<file path="src/pkg/option_cfg_pkg.sv">
// constants and types for the option byte configuration decoder
package option_cfg_pkg;

    // ------------------------------------------------------------
    // byte layout and erased values
    // ------------------------------------------------------------
    localparam int BYTE_W = 8;
    localparam logic [7:0] ERASED_BYTE = 8'hff;
    localparam logic [7:0] LOW_BYTE_DEFAULT = 8'hfc;
    localparam logic [7:0] HIGH_BYTE_DEFAULT = 8'h3f;
    // high byte fields
    localparam int STARTUP_CLK_POS = 6;
    localparam int RESERVED_POS = 4;
    localparam int THRESHOLD_POS = 2;
    localparam int WDG_TYPE_POS = 1;
    localparam int WATCHDOG_HALT_RESET_POS = 0;
    // low byte fields
    localparam int WAKEUP_CLK_POS = 7;
    localparam int OSC_RANGE_POS = 4;
    localparam int BLOCK_SIZE_POS = 2;
    localparam int READOUT_POS = 1;
    localparam int WRITE_PROT_POS = 0;
    localparam logic [2:0] OSC_RANGE_LOW_POWER = 3'h4;
    // internal rc startup delay in cycles
    localparam int RC_STARTUP_DELAY = 256;

    // ------------------------------------------------------------
    // decoded settings
    // ------------------------------------------------------------
    typedef enum logic [1:0] {
        CLK_INTERNAL_RC, CLK_WAKEUP_RC, CLK_RESONATOR, CLK_EXTERNAL
    } startup_clock_type;
    typedef enum logic [1:0] {
        LVD_LOWEST, LVD_MEDIUM, LVD_HIGHEST, LVD_OFF
    } threshold_type;
    typedef enum logic [2:0] {
        RANGE_1_2MHZ, RANGE_2_4MHZ, RANGE_4_8MHZ, RANGE_8_16MHZ,
        RANGE_32KHZ, RANGE_EXT_A, RANGE_RESERVED, RANGE_EXT_B
    } osc_range_type;
    typedef enum logic [1:0] {
        SIZE_0K5, SIZE_1K, SIZE_2K, SIZE_4K
    } block_size_type;

endpackage

</file>
<file path="src/core/option_byte_config_decode.sv">
// option byte store, programming access and decode of static configuration
`timescale 1ns/10ps

module option_byte_config_decode
    import option_cfg_pkg::*;
(
    // clock and reset
    input wire logic SYS_CLK_I,
    input wire logic RESETN_I,
    // programming port
    input wire logic PROG_MODE_I,
    input wire logic PROG_WRITE_I,
    input wire logic PROG_ERASE_I,
    input wire logic PROG_SEL_HIGH_I,
    input wire logic [7:0] PROG_WDATA_I,
    output logic [7:0] PROG_RDATA_O,
    output logic PROG_REFUSED_O,
    output logic MEM_ERASE_O,
    // decoded configuration
    output option_cfg_pkg::startup_clock_type STARTUP_CLOCK_SELECT_O,
    output option_cfg_pkg::threshold_type LOW_VOLTAGE_THRESHOLD_SELECT_O,
    output logic LVD_ENABLE_O,
    output logic WATCHDOG_HW_ENABLE_O,
    output logic WATCHDOG_HALT_RESET_O,
    output logic WAKEUP_CLOCK_SELECT_O,
    output option_cfg_pkg::osc_range_type OSCILLATOR_RANGE_O,
    output logic OSC_RANGE_VALID_O,
    output logic RC_DELAY_ACTIVE_O,
    output option_cfg_pkg::block_size_type FIRST_BLOCK_SIZE_O,
    output logic READOUT_PROTECT_O,
    output logic WRITE_PROTECT_O,
    output logic FLASH_WRITE_BLOCK_O
);
    import option_cfg_pkg::*;

    // ------------------------------------------------------------
    // pin synchronisers
    // ------------------------------------------------------------
    logic [3:0] sync1;
    logic [3:0] sync2;
    logic [7:0] wdata1;
    logic [7:0] wdata2;
    logic prog_mode;
    logic wr_lvl;
    logic er_lvl;
    logic wr_d;
    logic er_d;
    logic sel_high;

    // two stages on every pin: the tool runs off a clock of its own
    always_ff @(posedge SYS_CLK_I or negedge RESETN_I) begin
        if (!RESETN_I) begin
            sync1 <= 4'h0;
            sync2 <= 4'h0;
        end else begin
            sync1 <= {PROG_MODE_I, PROG_WRITE_I, PROG_ERASE_I, PROG_SEL_HIGH_I};
            sync2 <= sync1;
        end
    end

    // data is used only a strobe later, so skew between its bits is harmless
    always_ff @(posedge SYS_CLK_I or negedge RESETN_I) begin
        if (!RESETN_I) begin
            wdata1 <= 8'h00;
            wdata2 <= 8'h00;
        end else begin
            wdata1 <= PROG_WDATA_I;
            wdata2 <= wdata1;
        end
    end

    assign prog_mode = sync2[3];
    assign wr_lvl = sync2[2];
    assign er_lvl = sync2[1];
    assign sel_high = sync2[0];

    always_ff @(posedge SYS_CLK_I or negedge RESETN_I) begin
        if (!RESETN_I) begin
            wr_d <= 1'b0;
            er_d <= 1'b0;
        end else begin
            wr_d <= wr_lvl;
            er_d <= er_lvl;
        end
    end

    // write and erase act once per strobe, only in programming mode
    logic wr_pulse;
    logic er_pulse;
    assign wr_pulse = wr_lvl && !wr_d && prog_mode;
    assign er_pulse = er_lvl && !er_d && prog_mode;

    // ------------------------------------------------------------
    // non-volatile option store
    // ------------------------------------------------------------
    // the cells survive a reset like flash: they start at the shipped values
    // and only the programming port changes them, never the reset pin
    logic [7:0] opt_low = LOW_BYTE_DEFAULT;
    logic [7:0] opt_high = HIGH_BYTE_DEFAULT;
    logic locked;
    logic refused;
    logic mem_erase;

    assign locked = opt_low[WRITE_PROT_POS];

    // a set write protect bit freezes both bytes, itself included
    always_ff @(posedge SYS_CLK_I) begin
        if (!locked && er_pulse && !sel_high) begin
            opt_low <= ERASED_BYTE;
        end else if (!locked && wr_pulse && !sel_high) begin
            opt_low <= wdata2;
        end
    end

    always_ff @(posedge SYS_CLK_I) begin
        if (!locked && er_pulse && sel_high) begin
            opt_high <= ERASED_BYTE;
        end else if (!locked && wr_pulse && sel_high) begin
            opt_high <= wdata2;
        end
    end

    always_ff @(posedge SYS_CLK_I or negedge RESETN_I) begin
        if (!RESETN_I) begin
            refused <= 1'b0;
        end else begin
            refused <= (wr_pulse || er_pulse) && locked;
        end
    end

    // the whole-memory erase goes out in the same step as the byte erase
    always_ff @(posedge SYS_CLK_I or negedge RESETN_I) begin
        if (!RESETN_I) begin
            mem_erase <= 1'b0;
        end else begin
            mem_erase <= er_pulse && !locked && opt_low[READOUT_POS];
        end
    end

    assign PROG_REFUSED_O = refused;
    assign MEM_ERASE_O = mem_erase;

    // read back only in programming mode, readout protection does not block it
    always_ff @(posedge SYS_CLK_I or negedge RESETN_I) begin
        if (!RESETN_I) begin
            PROG_RDATA_O <= 8'h00;
        end else if (!prog_mode) begin
            PROG_RDATA_O <= 8'h00;
        end else begin
            PROG_RDATA_O <= sel_high ? opt_high : opt_low;
        end
    end

    // ------------------------------------------------------------
    // configuration latched at reset release
    // ------------------------------------------------------------
    // loaded on the first edge after reset, then frozen so that programming
    // changes take effect only after the next reset
    logic loaded;
    logic [7:0] cfg_low;
    logic [7:0] cfg_high;
    logic lvd_enable;
    logic watchdog_hw_enable;
    logic osc_range_valid;
    logic rc_delay_active;
    logic flash_write_block;

    // derived flags are registered too, so no output carries decode glitches
    always_ff @(posedge SYS_CLK_I or negedge RESETN_I) begin
        if (!RESETN_I) begin
            loaded <= 1'b0;
            cfg_low <= LOW_BYTE_DEFAULT;
            cfg_high <= HIGH_BYTE_DEFAULT;
            lvd_enable <= (HIGH_BYTE_DEFAULT[THRESHOLD_POS +: 2] != 2'h3);
            watchdog_hw_enable <= !HIGH_BYTE_DEFAULT[WDG_TYPE_POS];
            osc_range_valid <= HIGH_BYTE_DEFAULT[STARTUP_CLK_POS + 1];
            rc_delay_active <= !HIGH_BYTE_DEFAULT[STARTUP_CLK_POS + 1];
            flash_write_block <= LOW_BYTE_DEFAULT[READOUT_POS] || LOW_BYTE_DEFAULT[WRITE_PROT_POS];
        end else if (!loaded) begin
            loaded <= 1'b1;
            cfg_low <= opt_low;
            cfg_high <= opt_high;
            lvd_enable <= (opt_high[THRESHOLD_POS +: 2] != 2'h3);
            watchdog_hw_enable <= !opt_high[WDG_TYPE_POS];
            osc_range_valid <= opt_high[STARTUP_CLK_POS + 1];
            rc_delay_active <= !opt_high[STARTUP_CLK_POS + 1];
            flash_write_block <= opt_low[READOUT_POS] || opt_low[WRITE_PROT_POS];
        end
    end

    // ------------------------------------------------------------
    // decode
    // ------------------------------------------------------------
    assign STARTUP_CLOCK_SELECT_O = startup_clock_type'(cfg_high[STARTUP_CLK_POS +: 2]);
    assign LOW_VOLTAGE_THRESHOLD_SELECT_O = threshold_type'(cfg_high[THRESHOLD_POS +: 2]);
    assign LVD_ENABLE_O = lvd_enable;
    assign WATCHDOG_HW_ENABLE_O = watchdog_hw_enable;
    assign WATCHDOG_HALT_RESET_O = cfg_high[WATCHDOG_HALT_RESET_POS];
    assign WAKEUP_CLOCK_SELECT_O = cfg_low[WAKEUP_CLK_POS];
    assign OSCILLATOR_RANGE_O = osc_range_type'(cfg_low[OSC_RANGE_POS +: 3]);
    assign OSC_RANGE_VALID_O = osc_range_valid;
    assign RC_DELAY_ACTIVE_O = rc_delay_active;
    assign FIRST_BLOCK_SIZE_O = block_size_type'(cfg_low[BLOCK_SIZE_POS +: 2]);
    assign READOUT_PROTECT_O = cfg_low[READOUT_POS];
    assign WRITE_PROTECT_O = cfg_low[WRITE_PROT_POS];
    assign FLASH_WRITE_BLOCK_O = flash_write_block;

endmodule

</file>
<file path="config.mk">
export PLATFORM = sky130hd
export DESIGN_NAME = option_byte_config_decode
export DESIGN_NICKNAME = d
export VERILOG_FILES = /design/src/pkg/option_cfg_pkg.sv /design/src/core/option_byte_config_decode.sv
export SDC_FILE = /design/constraint.sdc
export NUM_CORES = 1
export LEC_CHECK = 0
export BUFFER_PORTS_ARGS = -buffer_cell sky130_fd_sc_hd__buf_2
export CAP_MARGIN = 20
export CORE_UTILIZATION = 45
export CTS_BUF_LIST = sky130_fd_sc_hd__clkbuf_8
export CTS_CLUSTER_DIAMETER = 200
export CTS_CLUSTER_SIZE = 24
export DETAILED_ROUTE_END_ITERATION = 16
export GPL_TIMING_DRIVEN = 0
export HOLD_SLACK_MARGIN = 0.08
export PLACE_DENSITY = 0.69
export REMOVE_ABC_BUFFERS = 1
export SLEW_MARGIN = 30
export SYNTH_ARGS = -nofsm -noshare
export SYNTH_HDL_FRONTEND = slang
export SYNTH_SLANG_ARGS = --single-unit
export TNS_END_PERCENT = 5
</file>
<file path="constraint.sdc">
create_clock -name SYS_CLK_I -period 1.2 [get_ports SYS_CLK_I]
set_input_delay 0.18 -clock SYS_CLK_I [delete_from_list [all_inputs] [get_ports SYS_CLK_I]]
set_output_delay 0.18 -clock SYS_CLK_I [all_outputs]
set_load 0.005 [all_outputs]
</file>
; After elaboration in Yosys (flattened, before gate mapping)
; Index checks and enable logic that the tools add are counted.
[op_classes]
eq_ne = 1
muxes = 2
n_reduce_logical = 20
[op_table]
columns = cell, n
row1 = 2-to-1 mux 8 bit, 2
row2 = logical AND 1 bit, 12
row3 = logical NOT 1 bit, 6
row4 = logical OR 1 bit, 2
row5 = != test 2 bit (second input constant), 1
[totals]
reg_bits = 74
in_bits = 14
out_inout_bits = 28
word_cells = 42

; Depth between registers and ports, before layout
[logic_depth]
ltp_word = 5
depth_mapped = 5
ltp_nobuf = 3

; Worst setup path after synthesis
; OpenSTA, ideal clock, no wires.
[synth_path]
path_type = register to register
from = reg sync2[1]
to = reg opt_low[1]
setup_time_ps = 123
t_arrival_ps = 1145
required_ps = 1077
setup_slack_ps = -68
stages_incl_launch_ff = 5
n_path_buf = 2
period_less_slack_ps = 1268
cell_sequence = dfrtp_1 -> nor2b_1 -> buf_2 -> buf_2 -> o32a_2
[synth_between]
elab_chain_cells = 4
[synth_rtl]
columns = item, line_no
row1 = start: declaration, option_byte_config_decode.sv:40  ; logic [3:0] sync2;
row2 = start signal: assignment, option_byte_config_decode.sv:57  ; sync2 <= sync1;
row3 = logical AND 1 bit (2 in a row), option_byte_config_decode.sv:91  ; assign er_pulse = er_lvl && !er_d && prog_mode;
row4 = logical AND 1 bit (2 in a row), option_byte_config_decode.sv:108  ; if (!locked && er_pulse && !sel_high) begin
row5 = end signal: assignment, option_byte_config_decode.sv:111  ; opt_low <= wdata2;
row6 = end: declaration, option_byte_config_decode.sv:98  ; logic [7:0] opt_low = LOW_BYTE_DEFAULT;
; No other way between the ends.
; A chain may end at the register's enable or synchronous reset.

; Final worst setup path
[layout_path]
from = reg sync2[0]
to = reg opt_low[2]
[layout_between]
elab_chain_cells = 2
elab_cells_between_ends = 3
cone_classes = reduce/logical (3)
[layout_rtl]
columns = item, line_no
row1 = logical NOT 1 bit (*), "option_byte_config_decode.sv:108, option_byte_config_decode.sv:110"
row2 = logical AND 1 bit (on tied branches), "option_byte_config_decode.sv:110, option_byte_config_decode.sv:108"
; Mark *: on every way between the ends. The rest lies on a longest branch, timed or not.

==> results.toml <==
[run_status]
status = "finished with violations"
violations = "negative setup slack"

[setup_path]
path_buf_inv = 0
cp_slowest_cell = "dfrtp_4"
worstPathMaxFanout = 7
cp_top_family = "flip-flops"
worstPathRequired_ns = 1.48
crit_type = "flip-flop to flip-flop"
crit_arrival_ns = 1.64
endpoint_kind = "flip-flop"
path_cells = "or3b_4 -> o21ba_4 -> o32a_2"
cpPeakStageDelay_ns = 0.48
worstSetupStartpointType = "flip-flop"

[global_routing]
antenna_found_initial = 0
grt_pass1_vias = 1398
grt_pass1_wl_mm = 6.69
track_usage_pct = 17.7
grt_max_degree = 55
grt_overflow = 0

[clock_network]
clock_latency_ns = 0.34
htree_levels = 3
cts-root-buf = "clkbuf_8"
ctsLongestPathBuffers = 2
cts_sinks = 70
path_clk_slew_ns = 0.07
cts_made_buffers = 9
cts_tree = "done"

[power_and_ir_drop]
p_total_mw = 6.47
pwr-share-clk_pct = 28.5
p_int_mw = 4.81
switching_share_pct = 25.6
seq_power_share_pct = 53.6
peakVddDrop_mv = 1.48
pwr-share-comb_pct = 17.9
power_density_mw_per_mm2 = 2170
p_leak_nw = 1.33
switchingPower_mw = 1.66

[synthesis]
syn_area_mm2 = 0.00233
netlist_top_cells_area = "dfrtp_1 47%, dfxtp_1 14%, dfstp_2 11%, mux2_2 6.8%, mux2i_1 3.4%"
syn_inst = 143
ys_seq_elements = 70
synth_top_area_share_pct = 47.2
synth_top_area_cell = "dfrtp_1"
synth_cell_types = 25
syn_avg_cell_area_um2 = 16.3
yosysSeqAreaShare_pct = 72.2
ys.warnings.count = 0

[final_layout]
mostFrequentLayoutCells = "41 x dfrtp_1, 40 x buf_2, 16 x dfxtp_1, 14 x mux2_2, 13 x dlygate4sd3_1"
fin_area_mm2 = 0.00298
drive_gt1_share_pct = 49.5
multiInputGateArea_um2 = 629
fillerInstances = 380
final_common_cell = "dfrtp_1"
final-seq-area_mm2 = 0.00169
fin_nets = 221
final_util_pct = 61.4
synthToLayoutAreaGrowth_pct = 27.8
diodes = 0

[placed_design]
io_buffers = 41
place_congestion = 0.688
dp_hpwl_mm = 2.58
dpl_cell_area_mm2 = 0.00259
place_ws_ns = -0.482

[die]
start_util_pct = 48.1
ioPinCount = 42
die_y_um = 74.0
core_mm2 = 0.00485
dieArea_mm2 = 0.00547
fp.dieW_um = 74.0
rows = 25

[route]
drc_errors = 0
drtIter0Drc = 77
wirelength_mm = 4.10
via_count = 1389
vias_per_cell = 4.98
wl_per_cell_um = 14.7
ant_nets = 0
drt_first_pass_iters = 4

[flow_run]
max_cap_violations = 0

[timing]
fin_crit_sh_pct = 113
max_freq_mhz = 738
tns_ns = -1.70
slew_headroom_pct = 57.1
finalClockSkew_ns = 0.0147
setup_viol = 15
worst_slew_pin_slew_ns = 0.644
hold_violations = 0
rsz0062_at_grt = "true"
drv_slew = 0
period_minus_slack_ns = 1.35
layout_setup_ws_ns = -0.155

[hold_path]
hold_path_class = "flip-flop to flip-flop"
==> metal layers <==
| layer | vias up | track usage (%) | wire length [um] | share of wire (%) |
|---|---|---|---|---|
| li1 | 642 | - | - | - |
| met1 | 704 | 20.8 | 1730 | 42 |
| met2 | 35 | 28.6 | 2110 | 51 |
| met3 | 8 | 6.91 | 190 | 4.6 |
| met4 | 0 | 8.33 | 72 | 1.8 |
| met5 | - | 0 | 0 | 0 |
==> cell usage after synthesis <==
cell and n:
buf_4 1, o32a_2 7, a21oi_1 1, nand2_1 4
mux2_2 14, o211a_1 2, and2b_2 1, o21bai_1 1
dfstp_2 10, nand3_4 1, and3_1 1, clkbuf_1 1
dfrtp_1 44, buf_2 5, nor2b_1 9, o21ai_0 3
mux2i_1 8, and2b_4 1, or3b_1 1, o32a_1 8
conb_1 1, o21ba_4 1, nor2_1 1, nand3b_4 1
dfxtp_1 16
==> registers in the layout, summed over array words and instances (netlist names), 4 cells and up <==
register	flops
sync2	4
opt_low	8
wdata1	8
opt_high	8
cfg_low	8
cfg_high	5
PROG_RDATA_O	8
wdata2	8
sync1	4
==> cell type report <==
type / count / share of cell area [%]
tap: 67 / 2.82
sequential: 70 / 56.8
timing repair buffer: 59 / 12.6
clock buffer: 10 / 4.62
clock inverter: 6 / 2.06
multi-input combinational: 67 / 21.1
==> logic make-up (layout without fill, tap and decap cells) <==
| group | after synthesis | after routing | share of synthesized area [%] |
|---|---|---|---|
| flip-flops | 70 | 70 | 72.2 |
| AO/OA/AOI/OAI | 23 | 23 | 9.55 |
| multiplexers | 22 | 22 | 10.2 |
| AND/OR/NAND/NOR | 20 | 21 | 6.28 |
| buffers and inverters | 7 | 75 | 1.56 |
| other | 1 | 1 | 0.161 |
==> final timing paths <==
kind,from,end,slack [ns],depth (start not counted)
min in group asynchronous,RESETN_I,PROG_REFUSED_O,0.42,2
setup reg to reg,sync2[0],opt_low[2],-0.15,3
setup / recovery,sync2[0],opt_low[2],-0.15,3
hold / removal,sync1[1],sync2[1],0.35,0
hold reg to reg,sync1[1],sync2[1],0.35,0
max in group asynchronous,RESETN_I,sync2[0],0.30,2
==> power by group through the flow <==
| stage | logic (mW) | clock network, mW | registers, mW |
|---|---|---|---|
| 5_1_grt | 1.29 | 2.01 | 3.56 |
| 6_report | 1.16 | 1.85 | 3.47 |
| 3_5_place_dp | 1.11 | 0 | 3.53 |
| 4_1_cts | 1.17 | 1.88 | 3.49 |
| 2_1_floorplan | 0.584 | 0 | 3.47 |
| 3_3_place_gp | 1.07 | 0 | 3.48 |
==> what timing repair did <==
item,4_1_cts,5_1_grt
hold buffers,13,0
buffers inserted,3,2
hold endpoints to repair,56,0
endpoints found under the setup margin,33,16
gates resized for setup,6,1
gates cloned,1,0
==> metrics by stage <==
stage | instances | hold slack, ns
floorplan | 136 | -0.116
global placement | 244 | 0.287
detailed placement | 244 | 0.257
CTS | 277 | 0.351
global route | 279 | 0.357
finish | 279 | 0.349
(Power assumes the default switching activity.)
